--- config.mk ---
export PLATFORM = sky130hd
export DESIGN_NAME = asu_uart
export DESIGN_NICKNAME = d
export VERILOG_FILES = /design/src/logic/asu_pkg.sv /design/src/logic/asu_tick_gen.sv /design/src/logic/asu_uart.sv
export SDC_FILE = /design/constraint.sdc
export NUM_CORES = 1
export LEC_CHECK = 0
export ABC_AREA = 0
export BUFFER_PORTS_ARGS = -buffer_cell sky130_fd_sc_hd__buf_2
export CAP_MARGIN = 5
export CORE_MARGIN = 1.5
export CORE_UTILIZATION = 58
export CTS_CLUSTER_DIAMETER = 60
export DETAILED_ROUTE_END_ITERATION = 6
export PLACE_DENSITY = 0.8
export REMOVE_ABC_BUFFERS = 1
export SYNTH_ARGS = -nofsm -noshare
export SYNTH_HDL_FRONTEND = slang
export SYNTH_SLANG_ARGS = --single-unit
--- constraint.sdc ---
create_clock -name clk_i -period 2.2 [get_ports clk_i]
set_input_delay 0.22 -clock clk_i [delete_from_list [all_inputs] [get_ports clk_i]]
set_output_delay 0.22 -clock clk_i [all_outputs]
set_load 0.02 [all_outputs]
--- src/logic/asu_pkg.sv ---
// Constants, types and helpers for the asynchronous multiprocessor serial unit
// Behaviour
// - Clearing tx_on forces tx_holding_empty to 1
// - Clearing rx_on keeps receive flags and data
// - Holding full: move to shift, set empty
// - Load raises tx_empty_irq when enabled
// - Frame: start, data, extra bit, stops
// - Stop time, data waiting: chain next frame
// - Stop time, nothing waiting: done, then idle
// - tx_done_flag with enable raises tx_done_irq
// - Receiver finds start, shifts, checks parity, stop
// - Frame while full: overrun, data discarded
// - Parity mismatch: flag, data still delivered
// - Stop bit low: framing flag, data delivered
// - Any receive error with enable: error irq
// - Clean frame: deliver, set full, irq
// - Errors keep full flag; overrun loses data
// - No reception while an error flag stands
// - Station flag 1 is ID, 0 data
// - Address wait suppresses all until ID character
// - ID character: flag, clear wait, deliver
// - Multidrop format ignores parity enable
// - Transmitter sends station_flag_tx as extra bit
// - Start low, LSB first, idle high
// - 16x basic clock, sample on 8th pulse
// - Twelve formats from length, extra, stops
package asu_pkg;

  localparam int unsigned CLK_HZ    = 20_000_000;
  localparam int unsigned BAUD_RATE = 9600;
  localparam int unsigned OVS       = 16;
  localparam logic [15:0] BAUD_DIV_RST = 16'(CLK_HZ / (OVS * BAUD_RATE) - 1);

  localparam logic [3:0] OVS_LAST  = 4'hf;
  localparam logic [3:0] SAMPLE_PT = 4'h7;
  localparam logic [2:0] LAST_BIT_8 = 3'h7;
  localparam logic [2:0] LAST_BIT_7 = 3'h6;

  localparam logic [7:0] ADDR_CTRL   = 8'h00;
  localparam logic [7:0] ADDR_STATUS = 8'h04;
  localparam logic [7:0] ADDR_TXDATA = 8'h08;
  localparam logic [7:0] ADDR_RXDATA = 8'h0c;
  localparam logic [7:0] ADDR_BAUD   = 8'h10;

  localparam int ST_TX_EMPTY   = 0;
  localparam int ST_RX_FULL    = 1;
  localparam int ST_OVERRUN    = 2;
  localparam int ST_FRAMING    = 3;
  localparam int ST_PARITY     = 4;
  localparam int ST_TX_DONE    = 5;
  localparam int ST_STATION_RX = 6;
  localparam int ST_STATION_TX = 7;

  typedef struct packed {
    logic ext_clk_sel;
    logic parity_odd;
    logic two_stop;
    logic multidrop_format_sel;
    logic parity_on;
    logic char_len_sel;
    logic address_wait_en;
    logic rx_irq_en;
    logic tx_done_irq_en;
    logic tx_empty_irq_en;
    logic rx_on;
    logic tx_on;
  } asu_ctrl_t;

  localparam int        CTRL_W   = $bits(asu_ctrl_t);
  localparam asu_ctrl_t CTRL_RST = '0;

  typedef enum logic [2:0] {
    ST_IDLE  = 3'b000,
    ST_START = 3'b001,
    ST_DATA  = 3'b011,
    ST_EXTRA = 3'b010,
    ST_STOP  = 3'b110
  } asu_state_t;

  function automatic logic parity_of(input logic [7:0] data, input logic len7);
    parity_of = ^(len7 ? {1'b0, data[6:0]} : data);
  endfunction : parity_of

  function automatic logic [15:0] merge16(input logic [15:0] old_v,
                                          input logic [15:0] new_v,
                                          input logic [1:0]  sel);
    merge16 = {sel[1] ? new_v[15:8] : old_v[15:8], sel[0] ? new_v[7:0] : old_v[7:0]};
  endfunction : merge16

endpackage : asu_pkg

--- src/logic/asu_tick_gen.sv ---
// Basic 16x clock enable from the divisor or the external clock pin
module asu_tick_gen #(
  parameter int DIV_W = 16
) (
  input  wire logic             clk_i,
  input  wire logic             rst_i,
  input  wire logic             ext_sel_i,
  input  wire logic [DIV_W-1:0] div_i,
  input  wire logic             ext_clk_pin_i,
  output logic                  tick_o
);

  logic [DIV_W-1:0] div_cnt_reg;
  logic             ext_meta_reg;
  logic             ext_sync_reg;
  logic             ext_prev_reg;

  always_ff @(posedge clk_i) begin
    if (rst_i) begin
      ext_meta_reg <= 1'b0;
      ext_sync_reg <= 1'b0;
      ext_prev_reg <= 1'b0;
    end else begin
      ext_meta_reg <= ext_clk_pin_i;
      ext_sync_reg <= ext_meta_reg;
      ext_prev_reg <= ext_sync_reg;
    end
  end

  always_ff @(posedge clk_i) begin
    if (rst_i || ext_sel_i) begin
      div_cnt_reg <= '0;
    end else if (div_cnt_reg >= div_i) begin
      div_cnt_reg <= '0;
    end else begin
      div_cnt_reg <= div_cnt_reg + DIV_W'(1);
    end
  end

  // A stopped external clock stops the engine outright
  always_ff @(posedge clk_i) begin
    if (rst_i) begin
      tick_o <= 1'b0;
    end else if (ext_sel_i) begin
      tick_o <= ext_sync_reg & ~ext_prev_reg;
    end else begin
      tick_o <= (div_cnt_reg >= div_i);
    end
  end

endmodule : asu_tick_gen

--- src/logic/asu_uart.sv ---
// Asynchronous serial unit with station-addressed receive, Wishbone slave
//
// Design decisions made here: the Wishbone interface to the registers and the register offsets.
module asu_uart #(
  parameter logic [15:0] BAUD_DIV_DEFAULT = asu_pkg::BAUD_DIV_RST
) (
  input  wire logic        clk_i,
  input  wire logic        rst_i,
  input  wire logic        wb_cyc_i,
  input  wire logic        wb_stb_i,
  input  wire logic        wb_we_i,
  input  wire logic [7:0]  wb_adr_i,
  input  wire logic [3:0]  wb_sel_i,
  input  wire logic [31:0] wb_dat_i,
  output logic      [31:0] wb_dat_o,
  output logic             wb_ack_o,
  input  wire logic        serial_in_pin_i,
  input  wire logic        ext_clk_pin_i,
  output logic             serial_out_pin_o,
  output logic             tx_empty_irq_o,
  output logic             tx_done_irq_o,
  output logic             rx_full_irq_o,
  output logic             rx_error_irq_o
);
  import asu_pkg::*;

  asu_ctrl_t   ctrl_reg;
  logic [15:0] baud_reg;
  logic [15:0] ctrl_next;
  logic [7:0]  tx_holding_reg;
  logic [7:0]  tx_shift_reg;
  logic [7:0]  rx_holding_reg;
  logic [7:0]  rx_shift_reg;
  logic        tx_holding_empty_reg;
  logic        tx_done_reg;
  logic        rx_full_reg;
  logic        overrun_reg;
  logic        framing_reg;
  logic        parity_reg;
  logic        station_rx_reg;
  logic        station_tx_reg;
  logic [31:0] rd_data;
  logic [7:0]  status_w;
  logic [7:0]  st_clr;
  logic        acc;
  logic        wr_ctrl;
  logic        wr_status;
  logic        wr_tx;
  logic        wr_baud;
  logic        tick;
  logic        len7;
  logic        has_extra;
  logic [2:0]  last_bit;

  asu_state_t  tx_state;
  logic [3:0]  tx_cnt;
  logic [2:0]  tx_bit;
  logic        tx_extra_reg;
  logic        tx_stop2_reg;
  logic        tx_pend_reg;
  logic        tx_bit_end;
  logic        tx_enter_stop;
  logic        tx_load;
  logic        tx_line;

  asu_state_t  rx_state;
  logic [3:0]  rx_cnt;
  logic [2:0]  rx_bit;
  logic        rx_meta_reg;
  logic        rx_sync_reg;
  logic        rx_prev_reg;
  logic        rx_extra_reg;
  logic        rx_sample;
  logic        rx_err;
  logic        rx_done;
  logic [7:0]  rx_data;
  logic        is_id;
  logic        accept;
  logic        ovr_ev;
  logic        fer_ev;
  logic        per_ev;
  logic        deliver;
  logic        clean;
  logic        id_clear;

  // Bus access: one wait-free answer, ack stands one cycle
  assign acc       = wb_cyc_i & wb_stb_i & ~wb_ack_o;
  assign wr_ctrl   = acc & wb_we_i & (wb_adr_i == ADDR_CTRL);
  assign wr_status = acc & wb_we_i & (wb_adr_i == ADDR_STATUS) & wb_sel_i[0];
  assign wr_tx     = acc & wb_we_i & (wb_adr_i == ADDR_TXDATA) & wb_sel_i[0];
  assign wr_baud   = acc & wb_we_i & (wb_adr_i == ADDR_BAUD);
  assign st_clr    = {8{wr_status}} & ~wb_dat_i[7:0];
  assign ctrl_next = merge16(16'(ctrl_reg), wb_dat_i[15:0], wb_sel_i[1:0]);

  always_comb begin
    status_w                = '0;
    status_w[ST_TX_EMPTY]   = tx_holding_empty_reg;
    status_w[ST_RX_FULL]    = rx_full_reg;
    status_w[ST_OVERRUN]    = overrun_reg;
    status_w[ST_FRAMING]    = framing_reg;
    status_w[ST_PARITY]     = parity_reg;
    status_w[ST_TX_DONE]    = tx_done_reg;
    status_w[ST_STATION_RX] = station_rx_reg;
    status_w[ST_STATION_TX] = station_tx_reg;
  end

  always_comb begin
    unique case (wb_adr_i)
      ADDR_CTRL:   rd_data = 32'(ctrl_reg);
      ADDR_STATUS: rd_data = 32'(status_w);
      ADDR_TXDATA: rd_data = 32'(tx_holding_reg);
      ADDR_RXDATA: rd_data = 32'(rx_holding_reg);
      ADDR_BAUD:   rd_data = 32'(baud_reg);
      default:     rd_data = '0;
    endcase
  end

  always_ff @(posedge clk_i) begin
    if (rst_i) begin
      wb_ack_o <= 1'b0;
      wb_dat_o <= '0;
    end else begin
      wb_ack_o <= acc;
      if (acc) begin
        wb_dat_o <= wb_we_i ? '0 : rd_data;
      end
    end
  end

  // Software write wins over the automatic clear of address wait
  always_ff @(posedge clk_i) begin
    if (rst_i) begin
      ctrl_reg <= CTRL_RST;
    end else if (wr_ctrl) begin
      ctrl_reg <= asu_ctrl_t'(ctrl_next[CTRL_W-1:0]);
    end else if (id_clear) begin
      ctrl_reg.address_wait_en <= 1'b0;
    end
  end

  always_ff @(posedge clk_i) begin
    if (rst_i) begin
      baud_reg <= BAUD_DIV_DEFAULT;
    end else if (wr_baud) begin
      baud_reg <= merge16(baud_reg, wb_dat_i[15:0], wb_sel_i[1:0]);
    end
  end

  asu_tick_gen #(
    .DIV_W (16)
  ) u_tick (
    .clk_i         (clk_i),
    .rst_i         (rst_i),
    .ext_sel_i     (ctrl_reg.ext_clk_sel),
    .div_i         (baud_reg),
    .ext_clk_pin_i (ext_clk_pin_i),
    .tick_o        (tick)
  );

  // Frame shape
  assign len7      = ctrl_reg.char_len_sel;
  assign has_extra = ctrl_reg.multidrop_format_sel | ctrl_reg.parity_on;
  assign last_bit  = len7 ? LAST_BIT_7 : LAST_BIT_8;

  // Transmitter
  assign tx_bit_end    = tick & (tx_cnt == OVS_LAST);
  assign tx_enter_stop = tx_bit_end & (((tx_state == ST_DATA) & (tx_bit == last_bit) & ~has_extra)
                                       | (tx_state == ST_EXTRA));

  always_comb begin
    tx_load = 1'b0;
    if (ctrl_reg.tx_on && !tx_holding_empty_reg) begin
      tx_load = (tx_state == ST_IDLE) | tx_enter_stop;
    end
  end

  always_ff @(posedge clk_i) begin
    if (rst_i || !ctrl_reg.tx_on) begin
      tx_state     <= ST_IDLE;
      tx_cnt       <= '0;
      tx_bit       <= '0;
      tx_stop2_reg <= 1'b0;
      tx_pend_reg  <= 1'b0;
    end else begin
      if (tick) begin
        tx_cnt <= tx_cnt + 4'h1;
      end
      unique case (tx_state)
        ST_IDLE: begin
          tx_cnt <= '0;
          if (tx_load) begin
            tx_state <= ST_START;
          end
        end
        ST_START: begin
          if (tx_bit_end) begin
            tx_state <= ST_DATA;
            tx_bit   <= '0;
          end
        end
        ST_DATA: begin
          if (tx_bit_end) begin
            if (tx_bit == last_bit) begin
              tx_state <= has_extra ? ST_EXTRA : ST_STOP;
            end else begin
              tx_bit <= tx_bit + 3'h1;
            end
          end
        end
        ST_EXTRA: begin
          if (tx_bit_end) begin
            tx_state <= ST_STOP;
          end
        end
        ST_STOP: begin
          if (tx_bit_end) begin
            if (ctrl_reg.two_stop && !tx_stop2_reg) begin
              tx_stop2_reg <= 1'b1;
            end else if (tx_pend_reg) begin
              tx_state    <= ST_START;
              tx_pend_reg <= 1'b0;
            end else begin
              tx_state <= ST_IDLE;
            end
          end
        end
        default: tx_state <= ST_IDLE;
      endcase
      if (tx_enter_stop) begin
        tx_stop2_reg <= 1'b0;
        tx_pend_reg  <= tx_load;
      end
    end
  end

  // Extra bit fixed at load so later control or station writes cannot change its value
  always_ff @(posedge clk_i) begin
    if (rst_i) begin
      tx_shift_reg <= '0;
      tx_extra_reg <= 1'b0;
    end else if (tx_load) begin
      tx_shift_reg <= tx_holding_reg;
      tx_extra_reg <= ctrl_reg.multidrop_format_sel ? station_tx_reg
                    : parity_of(tx_holding_reg, len7) ^ ctrl_reg.parity_odd;
    end else if (tx_bit_end && tx_state == ST_DATA) begin
      tx_shift_reg <= {1'b0, tx_shift_reg[7:1]};
    end
  end

  always_ff @(posedge clk_i) begin
    if (rst_i) begin
      tx_holding_reg <= '0;
    end else if (wr_tx) begin
      tx_holding_reg <= wb_dat_i[7:0];
    end
  end

  always_ff @(posedge clk_i) begin
    if (rst_i) begin
      tx_holding_empty_reg <= 1'b1;
    end else if (!ctrl_reg.tx_on) begin
      tx_holding_empty_reg <= 1'b1;
    end else if (tx_load) begin
      tx_holding_empty_reg <= 1'b1;
    end else if (wr_tx) begin
      tx_holding_empty_reg <= 1'b0;
    end
  end

  always_ff @(posedge clk_i) begin
    if (rst_i) begin
      tx_done_reg <= 1'b1;
    end else if (tx_enter_stop && tx_holding_empty_reg) begin
      tx_done_reg <= 1'b1;
    end else if (wr_tx) begin
      tx_done_reg <= 1'b0;
    end
  end

  always_comb begin
    unique case (tx_state)
      ST_START: tx_line = 1'b0;
      ST_DATA:  tx_line = tx_shift_reg[0];
      ST_EXTRA: tx_line = tx_extra_reg;
      default:  tx_line = 1'b1;
    endcase
  end

  always_ff @(posedge clk_i) begin
    if (rst_i) begin
      serial_out_pin_o <= 1'b1;
    end else begin
      serial_out_pin_o <= tx_line;
    end
  end

  // Receiver line synchroniser
  always_ff @(posedge clk_i) begin
    if (rst_i) begin
      rx_meta_reg <= 1'b1;
      rx_sync_reg <= 1'b1;
      rx_prev_reg <= 1'b1;
    end else begin
      rx_meta_reg <= serial_in_pin_i;
      rx_sync_reg <= rx_meta_reg;
      rx_prev_reg <= rx_sync_reg;
    end
  end

  assign rx_err    = overrun_reg | framing_reg | parity_reg;
  assign rx_sample = tick & (rx_cnt == SAMPLE_PT);

  // Returns to idle mid stop bit so the next start edge is caught unless an error flag stands
  always_ff @(posedge clk_i) begin
    if (rst_i || !ctrl_reg.rx_on) begin
      rx_state <= ST_IDLE;
      rx_cnt   <= '0;
      rx_bit   <= '0;
    end else begin
      if (tick) begin
        rx_cnt <= rx_cnt + 4'h1;
      end
      unique case (rx_state)
        ST_IDLE: begin
          rx_cnt <= '0;
          if (!rx_err && rx_prev_reg && !rx_sync_reg) begin
            rx_state <= ST_START;
          end
        end
        ST_START: begin
          if (rx_sample) begin
            rx_state <= rx_sync_reg ? ST_IDLE : ST_DATA;
            rx_bit   <= '0;
          end
        end
        ST_DATA: begin
          if (rx_sample) begin
            if (rx_bit == last_bit) begin
              rx_state <= has_extra ? ST_EXTRA : ST_STOP;
            end else begin
              rx_bit <= rx_bit + 3'h1;
            end
          end
        end
        ST_EXTRA: begin
          if (rx_sample) begin
            rx_state <= ST_STOP;
          end
        end
        ST_STOP: begin
          if (rx_sample) begin
            rx_state <= ST_IDLE;
          end
        end
        default: rx_state <= ST_IDLE;
      endcase
    end
  end

  always_ff @(posedge clk_i) begin
    if (rst_i) begin
      rx_shift_reg <= '0;
      rx_extra_reg <= 1'b0;
    end else if (rx_sample && rx_state == ST_DATA) begin
      rx_shift_reg <= {rx_sync_reg, rx_shift_reg[7:1]};
    end else if (rx_sample && rx_state == ST_EXTRA) begin
      rx_extra_reg <= rx_sync_reg;
    end
  end

  // Frame completion and error classification
  assign rx_done  = rx_sample & (rx_state == ST_STOP);
  assign rx_data  = len7 ? {1'b0, rx_shift_reg[7:1]} : rx_shift_reg;
  assign is_id    = ctrl_reg.multidrop_format_sel & rx_extra_reg;
  assign accept   = rx_done & ~(ctrl_reg.address_wait_en & ~is_id);
  assign id_clear = rx_done & ctrl_reg.address_wait_en & is_id;
  assign ovr_ev   = accept & rx_full_reg;
  assign fer_ev   = accept & ~rx_sync_reg;
  assign per_ev   = accept & ~ctrl_reg.multidrop_format_sel & ctrl_reg.parity_on
                  & (rx_extra_reg != (parity_of(rx_data, len7) ^ ctrl_reg.parity_odd));
  assign deliver  = accept & ~rx_full_reg;
  assign clean    = deliver & ~fer_ev & ~per_ev;

  always_ff @(posedge clk_i) begin
    if (rst_i) begin
      rx_holding_reg <= '0;
      station_rx_reg <= 1'b0;
    end else if (deliver) begin
      rx_holding_reg <= rx_data;
      if (ctrl_reg.multidrop_format_sel) begin
        station_rx_reg <= rx_extra_reg;
      end
    end
  end

  // Hardware set wins over a software clear in the same cycle
  always_ff @(posedge clk_i) begin
    if (rst_i) begin
      rx_full_reg <= 1'b0;
      overrun_reg <= 1'b0;
      framing_reg <= 1'b0;
      parity_reg  <= 1'b0;
    end else begin
      if (clean) begin
        rx_full_reg <= 1'b1;
      end else if (st_clr[ST_RX_FULL]) begin
        rx_full_reg <= 1'b0;
      end
      if (ovr_ev) begin
        overrun_reg <= 1'b1;
      end else if (st_clr[ST_OVERRUN]) begin
        overrun_reg <= 1'b0;
      end
      if (fer_ev) begin
        framing_reg <= 1'b1;
      end else if (st_clr[ST_FRAMING]) begin
        framing_reg <= 1'b0;
      end
      if (per_ev) begin
        parity_reg <= 1'b1;
      end else if (st_clr[ST_PARITY]) begin
        parity_reg <= 1'b0;
      end
    end
  end

  always_ff @(posedge clk_i) begin
    if (rst_i) begin
      station_tx_reg <= 1'b0;
    end else if (wr_status) begin
      station_tx_reg <= wb_dat_i[ST_STATION_TX];
    end
  end

  // Interrupt requests are levels that follow flag and enable, the empty request only while tx_on is set
  always_ff @(posedge clk_i) begin
    if (rst_i) begin
      tx_empty_irq_o <= 1'b0;
      tx_done_irq_o  <= 1'b0;
      rx_full_irq_o  <= 1'b0;
      rx_error_irq_o <= 1'b0;
    end else begin
      tx_empty_irq_o <= ctrl_reg.tx_on & ctrl_reg.tx_empty_irq_en & tx_holding_empty_reg;
      tx_done_irq_o  <= ctrl_reg.tx_done_irq_en & tx_done_reg;
      rx_full_irq_o  <= ctrl_reg.rx_irq_en & rx_full_reg;
      rx_error_irq_o <= ctrl_reg.rx_irq_en & rx_err;
    end
  end

endmodule : asu_uart

==> run summary <==
Layout cell share with drive strength beyond 1: 0.158
Multi-input gate area: 0.00359 mm²
Critical Path Max Stage Delay: 520 ps
Drt drc: 0
Row count: 39
Die area: 0.0122 mm²
Core area: 0.0113 mm²
Avg WL per Cell: 17.2 µm
Post-synthesis sequential area ratio: 0.410
Cell area after synthesis: 0.00670 mm²
Top_reg_cell synth: dfxtp_1
WHS: 13.6 ps
Chip width: 110 µm
CP Buf/Inv Count: 0
Die Y: 110 µm
Final net count: 883
Tcrit/Tclk final: 0.942
Top-area cell type share of the netlist area: 0.410
Final hold viol count: 0
CTS tree: yes
Root Buffer: clkbuf_16
Compound-Gate Fraction of Synth Area: 0.124
Kind of end point of the critical path: flip-flop
Dominant combinational cell family by area after synthesis: simple AND/OR/NAND/NOR gates
CP startpoint kind: flip-flop
Synth Area in Adders: 0.0392
Power Density: 686 mW/mm²
Worst VDD drop: 0.579 mV
Crit path cell chain: ha_1 -> and4b_1 -> nand4b_4 -> or4b_1 -> o211ai_1 -> a21oi_1
XOR/XNOR Fraction of Synth Area: 0.0557
Pin count of the biggest net entering global routing: 39
Io pins: 89
Leak pwr: 0.00311 µW
Cell taking the most area after synthesis: dfxtp_1
Setup Skew: 6.67 ps
Final Cell Area: 0.00755 mm²
Register Area: 0.00274 mm²
Clock Pin Slew Worst Setup and Hold Paths: 50 ps
Routed Antenna Nets: 0
Worst-skew pair later-pin latency: 420 ps
Syn Inst Count: 758
Placed Area: 0.00703 mm²
Number of global-route vias before repair: 5619
Starting DRC count in detailed routing: 299
Initial core utilization: 0.591
Arrival time worst endpoint: 2370 ps
GRT Overall Usage: 0.277
CP max-delay cell: or4b_1
Number of synthesized register bits: 137
Vias: 5705
Portion of netlist area occupied by mux cells: 0.0884
CTS max path bufs: 2
Area contributors post-synth: dfxtp_1, mux2i_1, nor2_1
Most frequent cells in the layout: dfxtp_1, nor2_1, nand2_1
Status: finished clean
Initial antenna violation count: 1
Vias/cell: 5.91
# port buffers: 54
Unique masters post-synth: 66
Max Cap Viol: 0
CTS buffer count: 17
Post-synthesis area per instance: 8.83 µm²
Slew @ Worst Pin: 795 ps
Hold Path Class: in2reg
Slew Limit Fails: 0
Most common cell after layout, fill and taps aside: dfxtp_1
First-pass GRT wire length: 27300 µm
Final setup vio count: 0
Fraction of the mapped netlist area in simple logic gates: 0.220
Yosys warns: 0
CP delay by family, top: simple AND/OR/NAND/NOR gates
H-tree depth: 4
Relative slew slack: 0.463
Fin crit period: 2070 ps
Critical Path RT: 2500 ps
Total Routed Length: 16600 µm
Fill cell count: 909
Remaining global-route overflow: 0
Fraction of registers with async set/reset: 0
Crit path kind: reg2reg
EDFF count, synth: 0
DR pass1 iterations: 5
RSZ-0062 raised after global routing: false
Core Util, Final: 0.667
CTS Sinks: 137
Detailed placer's ending HPWL: 12000 µm
Max Freq: 0.483 GHz
Worst-path maximum fanout: 5
Pwr Total: 5180 µW
Area grow syn2layout: 12.8%
GP Congestion: 0.887
[timing repair]
| action | in CTS | in global routing |
|---|---|---|
| resized for setup | 1 | 0 |
| buffers inserted | 0 | 0 |
| hold endpoints to repair | 1 | 0 |
| setup endpoints to repair | 15 | 0 |
| hold buffers | 1 | 0 |
[routing by layer]
layer,GRT usage,part of all wire
met1,0.330,0.41
met2,0.450,0.48
met3,0.0719,0.065
met4,0.162,0.042
met5,0,0
[power breakdown]
part	internal [µW]	switching (µW)	total, µW	leakage (µW)
clock	1500	977	2480	0.000253
sequential	2490	8.52	2500	0.00110
combinational	64.0	137	201	0.00175
[path summary, 6_finish.rpt]
| check | from | cells past startpoint | to | slack, ps |
|---|---|---|---|---|
| max | rx_cnt[0] | 6 | rx_full_reg | 130 |
| min reg2reg | rx_meta_reg | 1 | rx_sync_reg | 420 |
| min | ext_clk_pin_i | 2 | u_tick.ext_meta_reg | 10 |
| max reg2reg | rx_cnt[0] | 6 | rx_full_reg | 130 |
[area by class of cell]
type	count	area share
Antenna cell	1	0.000331
Clock buffer	25	0.0643
Clock inverter	4	0.00265
Inverter	25	0.0124
Multi-Input combinational cell	554	0.476
Sequential cell	137	0.363
Tap cell	143	0.0237
Timing Repair Buffer	76	0.0580
[synthesized netlist by cell type, types with 5 or more instances]
cell type	instances
a311oi_1	7
buf_4	21
xor2_1	22
nand4_1	9
xnor2_1	18
a22oi_1	14
nor2_1	93
buf_2	8
nand2b_1	7
inv_1	24
or2_2	5
clkbuf_1	24
nor2b_1	9
mux2_2	9
nand3_1	43
ha_1	21
dfxtp_1	137
mux2i_1	49
o21ai_0	17
a21oi_1	47
a211oi_1	10
a21o_1	6
and3_1	10
nand2_1	71
nor3_1	8
[cell families after synthesis]
kind of cell | after synthesis
xor gates and xnor gates | 41
muxes | 58
adders and majority gates | 21
AOI/OAI and AO/OA | 127
other | 1
buffers and inverters | 82
DFF | 137
and+or+nand+nor | 291
[stage by stage]
| stage | instances | setup slack (ps) | TNS, ps |
|---|---|---|---|
| after detailed placement | 934 | -37.9 | -348 |
| after global placement | 934 | 47.0 | 0 |
| after CTS | 964 | 124 | 0 |
| after global routing | 965 | 14.2 | 0 |
| final | 965 | 128 | 0 |
| after floorplan | 716 | 237 | 0 |
No activity file was read; power rests on OpenSTA's default activity.
